[src/verilog/wcnt_defines.svh]
// Register offsets, field positions, reset values and codes of the wide counter block.
`ifndef WCNT_DEFINES_SVH
`define WCNT_DEFINES_SVH

// Byte addresses of the APB registers.
`define WCNT_OFS_WIDE_CTRL 8'h00
`define WCNT_OFS_SHARED_CTRL 8'h04
`define WCNT_OFS_RELOAD_HIGH 8'h08
`define WCNT_OFS_RELOAD_LOW 8'h0C
`define WCNT_OFS_CAPTURE_HIGH 8'h10
`define WCNT_OFS_CAPTURE_LOW 8'h14

// Wide control register fields.
`define WCNT_CTL_ENABLE 7
`define WCNT_CTL_SINGLE 6
`define WCNT_CTL_TIMEOUT 5
`define WCNT_CTL_CLK_HI 4
`define WCNT_CTL_CLK_LO 3
`define WCNT_CTL_CAP_MASK 2
`define WCNT_CTL_CNT_MASK 1
`define WCNT_CTL_PIN_SEL 0

// Shared timer control register fields.
`define WCNT_SHR_DEMOD 6
`define WCNT_SHR_EDGE_HI 5
`define WCNT_SHR_EDGE_LO 4
`define WCNT_SHR_OMODE_HI 3
`define WCNT_SHR_OMODE_LO 2
`define WCNT_SHR_RISE 1
`define WCNT_SHR_FALL 0

// Reset values and constants of the counting logic.
`define WCNT_RST_BYTE 8'h00
`define WCNT_RST_COUNT 16'h0000
`define WCNT_ONE 16'h0001
`define WCNT_ALL_ONES 16'hFFFF
`define WCNT_RST_DIV 3'h0
`define WCNT_BYTE_SHIFT 8

`endif

[src/verilog/wcnt_pkg.sv]
// Types used only by the wide counter design.
`default_nettype none
package wcnt_pkg;

	// Output mode field: normal, alternating, forced low, forced high.
	typedef enum logic [1:0] {
		OMODE_NORMAL = 2'h0,
		OMODE_ALTERNATE = 2'h1,
		OMODE_FORCE_LOW = 2'h2,
		OMODE_FORCE_HIGH = 2'h3
	} omode_e;

	// Count clock divider select.
	typedef enum logic [1:0] {
		CLK_DIV1 = 2'h0,
		CLK_DIV2 = 2'h1,
		CLK_DIV4 = 2'h2,
		CLK_DIV8 = 2'h3
	} clk_sel_e;

	// Complete state of the wide counter block.
	typedef struct packed {
		logic enable;
		logic single;
		logic timeout;
		clk_sel_e clk_sel;
		logic cap_mask;
		logic cnt_mask;
		logic pin_sel;
		logic demod;
		logic [1:0] edge_sel;
		omode_e omode;
		logic rise_bit;
		logic fall_bit;
		logic [7:0] reload_high;
		logic [7:0] reload_low;
		logic [7:0] capture_high;
		logic [7:0] capture_low;
		logic [15:0] count;
		logic armed;
		logic ignore;
		logic [2:0] div;
		logic out_level;
		logic pin_out;
		logic timeout_irq;
		logic capture_irq;
		logic narrow_start;
		logic pready;
		logic pslverr;
		logic [31:0] prdata;
	} wcnt_state_s;

endpackage
`default_nettype wire

[src/verilog/wide_counter.sv]
// Wide 16-bit down counter with transmit, demodulation and alternating modes, APB slave.
// Register map (byte addresses, one aligned word each, data in bits 7:0):
//   0x00 wide control: bit 7 enable, bit 6 single, bit 5 timeout flag,
//        bits 4:3 clock select, bit 2 capture mask, bit 1 timeout mask,
//        bit 0 pin select.
//   0x04 shared control: bit 6 demodulation, bits 5:4 edge select,
//        bits 3:2 output mode, bit 1 narrow initial level or rising flag,
//        bit 0 wide initial level or falling flag; bit 7 reads zero.
//   0x08 reload high byte, 0x0C reload low byte.
//   0x10 capture high byte, 0x14 capture low byte, both read-only.
// Any other address completes with pslverr, reads zero and writes nothing.
//
// Bus timing: every transfer takes exactly one access cycle. pready is
// registered from the setup cycle, so it is high in the first access
// cycle and low again one clock later; read data and pslverr are
// captured at the same time; pslverr stands for that one cycle only, read data until the next setup.
//
// Counting: a free-running three-bit prescaler produces a tick on every
// first, second, fourth or eighth system clock. On each tick while
// enabled the count steps down by one. The step from one to zero is the
// terminal count; a count that starts at zero wraps to all ones and is
// not a timeout, which is why only the value one is tested.
//
// Transmit: the enable write loads the reload pair and drives the
// initial level; each terminal count toggles the level in normal and
// alternating output modes. Single mode then stops, auto-reload mode
// loads the reload pair again and keeps going.
//
// Demodulation: enable arms the counter, which holds still until the
// first qualifying edge. That edge captures the complemented count,
// loads the reload pair and starts counting, but raises no flag and no
// request. With single clear, every later edge captures, flags,
// requests and reloads all ones. With single set, later edges are
// ignored and a narrow counter timeout takes a snapshot instead.
//
// Alternating: with single set and output mode 01 the terminal count
// clears our enable and pulses narrow_start for one clock; a terminal
// pulse from the narrow counter while we are idle enables us again with
// a fresh load. Writing output mode 00 stops further handoffs.
//
// Output pin: modes 10 and 11 force the pin low or high whether or not
// the counter runs; otherwise a disabled counter shows the inverse of
// its initial level and a running one shows its own level. The pin is
// computed from the next state, so it changes in the same clock as the
// enable or mode write that causes it.
//
// Flags: the timeout flag and, in demodulation, the two edge flags are
// cleared by writing a one. A hardware set in the same clock as such a
// clear wins, so an event is never lost to a late acknowledge.
//
// Reset: asynchronous and active low; all registers but the pin clear, and the pin
// rests high because a disabled counter shows the inverse of a zero
// initial level.
//
// Limitations: a load uses the reload pair as it stood before the clock,
// so a reload write that lands in the same clock as a load is not seen
// by that load. An initial count of one has no defined counting
// behaviour and software must avoid it. Changing the initial-level bit
// while the counter is disabled moves the pin at once, since a disabled
// pin follows the inverse of that bit.
//
// Implementation choices: the register offsets and the APB register port.
`include "wcnt_defines.svh"
`default_nettype none

module wide_counter (
	input wire logic pclk,
	input wire logic presetn,
	input wire logic psel,
	input wire logic penable,
	input wire logic pwrite,
	input wire logic [7:0] paddr,
	input wire logic [31:0] pwdata,
	output logic [31:0] prdata,
	output logic pready,
	output logic pslverr,
	input wire logic edge_rise,
	input wire logic edge_fall,
	input wire logic narrow_timeout,
	input wire logic narrow_terminal,
	output logic narrow_start,
	output logic wide_counter_output,
	output logic wide_pin_select,
	output logic wide_enabled,
	output logic timeout_irq,
	output logic capture_irq
);
	import wcnt_pkg::*;

	// Registered state and its next value.
	wcnt_state_s state_q;
	wcnt_state_s state_d;

	// Decoded bus strobes and count events.
	logic setup_phase;
	logic wr_access;
	logic tick;
	logic [2:0] div_mask;
	logic tmo_evt;
	logic rise_evt;
	logic fall_evt;
	logic [15:0] reload_val;
	logic [31:0] rd_word;
	logic rd_hit;

	assign setup_phase = psel & ~penable;
	assign wr_access = psel & penable & pwrite & state_q.pready;
	assign reload_val = {state_q.reload_high, state_q.reload_low};

	// The divider runs free, so a change of clock select takes hold within
	// at most eight system clocks rather than restarting the prescaler.
	always_comb begin
		case (state_q.clk_sel)
			CLK_DIV1: div_mask = 3'h0;
			CLK_DIV2: div_mask = 3'h1;
			CLK_DIV4: div_mask = 3'h3;
			CLK_DIV8: div_mask = 3'h7;
			default: div_mask = 3'h0;
		endcase
		tick = ((state_q.div & div_mask) == div_mask);
	end

	// Read multiplexer; unmapped addresses read zero and raise pslverr.
	always_comb begin
		rd_word = 32'h0000_0000;
		rd_hit = 1'b1;
		case (paddr)
			`WCNT_OFS_WIDE_CTRL: begin
				rd_word[7:0] = {state_q.enable, state_q.single, state_q.timeout,
					state_q.clk_sel, state_q.cap_mask, state_q.cnt_mask, state_q.pin_sel};
			end
			`WCNT_OFS_SHARED_CTRL: begin
				rd_word[7:0] = {1'b0, state_q.demod, state_q.edge_sel, state_q.omode,
					state_q.rise_bit, state_q.fall_bit};
			end
			`WCNT_OFS_RELOAD_HIGH: rd_word[7:0] = state_q.reload_high;
			`WCNT_OFS_RELOAD_LOW: rd_word[7:0] = state_q.reload_low;
			`WCNT_OFS_CAPTURE_HIGH: rd_word[7:0] = state_q.capture_high;
			`WCNT_OFS_CAPTURE_LOW: rd_word[7:0] = state_q.capture_low;
			default: rd_hit = 1'b0;
		endcase
	end

	// Next-state logic: bus writes first, then hardware events, so that an
	// event in the same cycle as a write-one clear still leaves its flag set.
	always_comb begin
		state_d = state_q;
		tmo_evt = 1'b0;
		rise_evt = 1'b0;
		fall_evt = 1'b0;
		state_d.div = state_q.div + 3'h1;
		state_d.timeout_irq = 1'b0;
		state_d.capture_irq = 1'b0;
		state_d.narrow_start = 1'b0;

		// No wait state: pready rises in the first access cycle, data captured at setup.
		state_d.pready = setup_phase;
		if (setup_phase) begin
			state_d.prdata = pwrite ? 32'h0000_0000 : rd_word;
			state_d.pslverr = ~rd_hit;
		end else begin
			state_d.pslverr = 1'b0;
		end

		// Register writes take effect at the completing access edge.
		if (wr_access) begin
			case (paddr)
				`WCNT_OFS_WIDE_CTRL: begin
					state_d.enable = pwdata[`WCNT_CTL_ENABLE];
					state_d.single = pwdata[`WCNT_CTL_SINGLE];
					state_d.clk_sel = clk_sel_e'(pwdata[`WCNT_CTL_CLK_HI:`WCNT_CTL_CLK_LO]);
					state_d.cap_mask = pwdata[`WCNT_CTL_CAP_MASK];
					state_d.cnt_mask = pwdata[`WCNT_CTL_CNT_MASK];
					state_d.pin_sel = pwdata[`WCNT_CTL_PIN_SEL];
					if (pwdata[`WCNT_CTL_TIMEOUT]) begin
						state_d.timeout = 1'b0;
					end
					// A fresh enable loads the programmed value, never a stale count.
					if (pwdata[`WCNT_CTL_ENABLE] && !state_q.enable) begin
						state_d.count = reload_val;
						state_d.out_level = state_q.fall_bit;
						state_d.armed = state_q.demod;
						state_d.ignore = 1'b0;
					end
					// Toggling the single bit low then high re-arms demodulation.
					if (state_q.demod && !state_q.single && pwdata[`WCNT_CTL_SINGLE]) begin
						state_d.armed = 1'b1;
						state_d.ignore = 1'b0;
					end
				end
				`WCNT_OFS_SHARED_CTRL: begin
					state_d.demod = pwdata[`WCNT_SHR_DEMOD];
					state_d.edge_sel = pwdata[`WCNT_SHR_EDGE_HI:`WCNT_SHR_EDGE_LO];
					state_d.omode = omode_e'(pwdata[`WCNT_SHR_OMODE_HI:`WCNT_SHR_OMODE_LO]);
					// In demodulation the low bits are edge flags cleared by a one.
					if (state_q.demod) begin
						if (pwdata[`WCNT_SHR_RISE]) begin
							state_d.rise_bit = 1'b0;
						end
						if (pwdata[`WCNT_SHR_FALL]) begin
							state_d.fall_bit = 1'b0;
						end
					end else begin
						state_d.rise_bit = pwdata[`WCNT_SHR_RISE];
						state_d.fall_bit = pwdata[`WCNT_SHR_FALL];
					end
				end
				// Reload bytes are plain storage and only reach the count on a load.
				`WCNT_OFS_RELOAD_HIGH: state_d.reload_high = pwdata[7:0];
				`WCNT_OFS_RELOAD_LOW: state_d.reload_low = pwdata[7:0];
				default: begin
				end
			endcase
		end

		// Counting, gated by the current enable and the prescaler tick.
		if (state_q.enable && !state_q.armed && tick) begin
			if (state_q.count == `WCNT_ONE) begin
				// Only the step from one to zero is a timeout; zero wraps silently.
				tmo_evt = 1'b1;
				if (state_q.demod) begin
					state_d.count = `WCNT_RST_COUNT;
				end else begin
					if (state_q.omode == OMODE_NORMAL || state_q.omode == OMODE_ALTERNATE) begin
						state_d.out_level = ~state_q.out_level;
					end
					if (state_q.single) begin
						state_d.enable = 1'b0;
						state_d.count = `WCNT_RST_COUNT;
						// Hand the turn to the narrow counter only while alternating.
						state_d.narrow_start = (state_q.omode == OMODE_ALTERNATE);
					end else begin
						state_d.count = reload_val;
					end
				end
			end else begin
				state_d.count = state_q.count - `WCNT_ONE;
			end
		end

		// Demodulation edge handling.
		if (state_q.enable && state_q.demod) begin
			rise_evt = edge_rise & state_q.edge_sel[0];
			fall_evt = edge_fall & state_q.edge_sel[1];
			if (rise_evt || fall_evt) begin
				if (state_q.armed) begin
					// First edge after enable or re-arm: capture and reload.
					state_d.capture_high = ~state_q.count[15:8];
					state_d.capture_low = ~state_q.count[7:0];
					state_d.count = reload_val;
					state_d.armed = 1'b0;
					state_d.ignore = state_q.single;
				end else if (!state_q.ignore && !state_q.single) begin
					state_d.capture_high = ~state_q.count[15:8];
					state_d.capture_low = ~state_q.count[7:0];
					// Build on the next value so a same-clock clear of the other flag holds.
					state_d.rise_bit = state_d.rise_bit | rise_evt;
					state_d.fall_bit = state_d.fall_bit | fall_evt;
					state_d.capture_irq = state_q.cap_mask;
					state_d.count = `WCNT_ALL_ONES;
				end
			end
			// In one-shot demodulation a narrow timeout snapshots without reload.
			if (state_q.single && !state_q.armed && narrow_timeout) begin
				state_d.capture_high = ~state_q.count[15:8];
				state_d.capture_low = ~state_q.count[7:0];
				state_d.capture_irq = state_q.cap_mask;
			end
		end

		// The narrow counter's terminal count hands the turn back to us.
		if (narrow_terminal && state_q.omode == OMODE_ALTERNATE && !state_q.enable
			&& !state_q.demod) begin
			state_d.enable = 1'b1;
			state_d.count = reload_val;
			state_d.out_level = state_q.fall_bit;
		end

		// Timeout flag: the hardware set overrides a simultaneous clear.
		if (tmo_evt) begin
			state_d.timeout = 1'b1;
			state_d.timeout_irq = state_q.cnt_mask;
		end

		// Output pin level, derived from the next state so the pin is registered.
		case (state_d.omode)
			OMODE_FORCE_LOW: state_d.pin_out = 1'b0;
			OMODE_FORCE_HIGH: state_d.pin_out = 1'b1;
			default: begin
				state_d.pin_out = state_d.enable ? state_d.out_level : ~state_d.fall_bit;
			end
		endcase
	end

	// One register process holds the whole block state.
	always_ff @(posedge pclk or negedge presetn) begin
		if (!presetn) begin
			state_q <= '{
				enable: 1'b0, single: 1'b0, timeout: 1'b0, clk_sel: CLK_DIV1,
				cap_mask: 1'b0, cnt_mask: 1'b0, pin_sel: 1'b0, demod: 1'b0,
				edge_sel: 2'h0, omode: OMODE_NORMAL, rise_bit: 1'b0, fall_bit: 1'b0,
				reload_high: `WCNT_RST_BYTE, reload_low: `WCNT_RST_BYTE,
				capture_high: `WCNT_RST_BYTE, capture_low: `WCNT_RST_BYTE,
				count: `WCNT_RST_COUNT, armed: 1'b0, ignore: 1'b0, div: `WCNT_RST_DIV,
				out_level: 1'b0, pin_out: 1'b1, timeout_irq: 1'b0, capture_irq: 1'b0,
				narrow_start: 1'b0, pready: 1'b0, pslverr: 1'b0, prdata: 32'h0000_0000
			};
		end else begin
			state_q <= state_d;
		end
	end

	// All outputs are fields of the registered state.
	assign prdata = state_q.prdata;
	assign pready = state_q.pready;
	assign pslverr = state_q.pslverr;
	assign narrow_start = state_q.narrow_start;
	assign wide_counter_output = state_q.pin_out;
	assign wide_pin_select = state_q.pin_sel;
	assign wide_enabled = state_q.enable;
	assign timeout_irq = state_q.timeout_irq;
	assign capture_irq = state_q.capture_irq;

endmodule // wide_counter
`default_nettype wire

[config.mk]
export PLATFORM = sky130hd
export DESIGN_NAME = wide_counter
export DESIGN_NICKNAME = d
export VERILOG_FILES = /design/src/verilog/wcnt_pkg.sv /design/src/verilog/wide_counter.sv
export VERILOG_INCLUDE_DIRS = /design/src /design/src/verilog
export SDC_FILE = /design/constraint.sdc
export NUM_CORES = 1
export LEC_CHECK = 0
export ABC_CLOCK_PERIOD_IN_PS = 4500
export BUFFER_PORTS_ARGS = -buffer_cell sky130_fd_sc_hd__buf_2
export CAP_MARGIN = 20
export CORE_MARGIN = 1
export CORE_UTILIZATION = 40
export CTS_BUF_LIST = sky130_fd_sc_hd__clkbuf_8
export DETAILED_ROUTE_END_ITERATION = 8
export GPL_ROUTABILITY_DRIVEN = 0
export PLACE_DENSITY = 0.71
export SLEW_MARGIN = 20
export SYNTH_ARGS = -nofsm -noshare
export SYNTH_HDL_FRONTEND = slang
export SYNTH_SLANG_ARGS = --single-unit
[constraint.sdc]
create_clock -name pclk -period 4.5 [get_ports pclk]
set_input_delay 0.9 -clock pclk [delete_from_list [all_inputs] [get_ports pclk]]
set_output_delay 0.9 -clock pclk [all_outputs]
set_load 0.05 [all_outputs]
==> impl_metrics.json <==
{
  "status": "completed",
  "multi_input_area_um2": 2350,
  "grt_start_max_net_pins": 84,
  "path_class": "input port to register",
  "clk_pin_slew_ps": 80,
  "cts.path.max_buffers": 2,
  "synth_area_um2": 4700,
  "firstDrtPassIters": 5,
  "portBuffers": 40,
  "fp.dieH_um": 110,
  "num_rows": 39,
  "yosysMostFrequentCell": "dfrtp_1",
  "place_area_um2": 4850,
  "final_cell_area_um2": 5080,
  "cp_slowest_cell": "nor4_4",
  "cts_root_buffer": "clkbuf_8",
  "path_delay_family": "simple AND/OR/NAND/NOR gates",
  "wirelength_mm": 11.8,
  "cts_buffers": 9,
  "num-fill-cells": 1099,
  "synth_edf_count": 0,
  "worst_setup_path_end_kind": "register",
  "crit_path_start_kind": "input port",
  "ys_seq_area_share_pct": 44.2,
  "antennaDiodeCount": 0,
  "netlist_instances": 488,
  "clock_latency_ps": 360,
  "synth_area_leaders": "dfrtp_1, mux2_2, buf_4",
  "min_path_type": "register to register",
  "netlist.area_leader.share_pct": 43.6,
  "cp.required_ps": 4790,
  "hpwl_mm": 8.35,
  "finalNetCount": 562,
  "relSlewSlack_pct": 34.9,
  "crit_path_frequent_cell": "nor3_1",
  "dieWidth_um": 110,
  "cts_num_sinks": 83,
  "core_area_um2": 11400,
  "grt_overflow_total": 0,
  "post_cts_buffers": 0,
  "fin_worst_skew_ps": 19.7,
  "finalHoldViolations": 0,
  "power_mw": 1.70,
  "syn_area_per_cell_um2": 9.64,
  "first_iter_violations": 380,
  "rsz0062_at_grt": "false",
  "grt_usage_pct": 20.5,
  "ys.flop_type": "dfrtp_1",
  "vias": 3850,
  "yosysWarnings": 0,
  "grt_pass1_vias": 3711,
  "ir_drop_mv": 0.136,
  "leakagePower_nw": 2.33,
  "path_buf_inv": 1,
  "wl_per_cell_um": 18.0,
  "fin_crit_ps": 2860,
  "synth_cell_types": 68,
  "setup_viol": 0,
  "crit_arrival_ps": 3150,
  "critPathMaxFanout": 11,
  "die_area_um2": 12200,
  "antenna_left": 0,
  "max_cap_violations": 0,
  "cts_resized": 0,
  "max_clock_freq_mhz": 350,
  "final_core_util_pct": 44.5,
  "worstPathCellList": "buf_2 -> or4_4 -> nor4_4 -> and2b_4 -> nor3_1 -> nor3_1 -> o32a_1",
  "slowest_delay_ps": 740,
  "io_pins": 89,
  "finalMaxSlewViolations": 0,
  "cts_tree": "yes",
  "powerDensity_nw_per_um2": 335,
  "drive_above_1_share_pct": 19.8,
  "area_growth_pct": 8.01,
  "fin_crit_sh_pct": 63.5,
  "grt_pass1_wl_mm": 19.9,
  "viasPerCell": 5.85,
  "fin_tns_setup_ps": 0,
  "yosysTopAreaCell": "dfrtp_1",
  "ff_latch_area_um2": 2080,
  "start_util_pct": 41.2,
  "synth-seq-cells": 83,
  "tightest_slew_ps": 973,
  "synth_commonest_cells": "dfrtp_1, nor2_1, a21oi_1",
  "htree_levels": 3,
  "async_flop_share_pct": 100,
  "hold_buffers": 0,
  "whs_ps": 466,
  "grt_antenna_before_repair": 0,
  "drcViolationCount": 0
}
[worst paths after layout]
kind | start | depth (start not counted) | slack, ps | to
max | paddr[3] | 7 | 1640 | state_q[49]
max in group asynchronous | presetn | 1 | 3390 | reload_val[14]
min | state_q[41] | 1 | 470 | state_q[41]
min reg2reg | state_q[41] | 1 | 470 | state_q[41]
max reg2reg | state_q[45] | 8 | 2070 | state_q[46]
min in group asynchronous | presetn | 1 | 560 | state_q[74]
[cell type report]
cell class | count | area share (%)
clock buffers | 10 | 2.71
flip-flops and latches | 83 | 40.9
multi-input cells | 367 | 46.3
inverters | 8 | 0.591
repair buffers | 41 | 4.21
clock inverters | 6 | 1.75
well taps | 143 | 3.52
[flip-flops by register name, indices dropped and copies added (netlist names)]
signal	cells
capture_irq	1
wide_pin_select	1
timeout_irq	1
reload_val	16
state_q	51
prdata	8
wide_enabled	1
narrow_start	1
pslverr	1
wide_counter_output	1
pready	1
[cell families after synthesis]
logic type | after synthesis | synth area share (%)
and+or+nand+nor | 172 | 19.1
buffers and inverters | 61 | 7.69
xor gates and xnor gates | 11 | 2.05
muxes | 49 | 11.7
AOI/OAI and AO/OA | 108 | 14.3
other | 1 | 0.0797
adders and majority gates | 3 | 0.798
DFF | 83 | 44.2
[routing by layer]
| layer | up-vias | global-route usage, % | wire, um |
|---|---|---|---|
| met4 | 0 | 7.02 | 227 |
| met3 | 19 | 3.51 | 777 |
| met1 | 1903 | 28.5 | 5200 |
| li1 | 1758 | - | - |
| met2 | 170 | 32.2 | 5620 |
| met5 | - | 0 | 0 |
[power breakdown]
| part | internal (mW) | total (mW) | switching, mW |
|---|---|---|---|
| clock | 0.329 | 0.611 | 0.282 |
| sequential | 0.780 | 0.847 | 0.0676 |
| combinational | 0.0885 | 0.244 | 0.155 |
[layout by cell type, fill, tap and decap left out, types with 3 or more instances in the layout]
master | synthesis | routed
a21oi_1 | 38 | 38
nand3_1 | 18 | 18
o22ai_1 | 13 | 13
mux2_2 | 25 | 25
o32a_1 | 3 | 3
clkbuf_8 | 0 | 10
a31oi_1 | 6 | 6
o211ai_1 | 5 | 5
inv_1 | 8 | 9
nor3b_1 | 3 | 3
nor3_1 | 16 | 16
o21ai_0 | 8 | 8
o21ai_1 | 13 | 13
ha_1 | 3 | 3
nand2_1 | 31 | 31
buf_2 | 3 | 39
nand2b_1 | 6 | 6
o221a_2 | 3 | 3
mux2i_1 | 18 | 18
and2_1 | 3 | 3
nor2_1 | 51 | 50
conb_1 | 1 | 24
nand3b_1 | 3 | 3
nor2b_1 | 3 | 3
dfrtp_1 | 82 | 82
and4_1 | 3 | 3
nor4_1 | 4 | 4
xor2_1 | 9 | 9
or3_1 | 4 | 4
mux2_4 | 6 | 6
nand4_1 | 7 | 7
[stage by stage]
step,instances,setup slack (ps)
after global placement,642,1350
after global routing,658,1560
after floorplan,511,1890
after detailed placement,642,1300
after CTS,658,1690
final,658,1640
No activity file was read; power rests on OpenSTA's default activity.
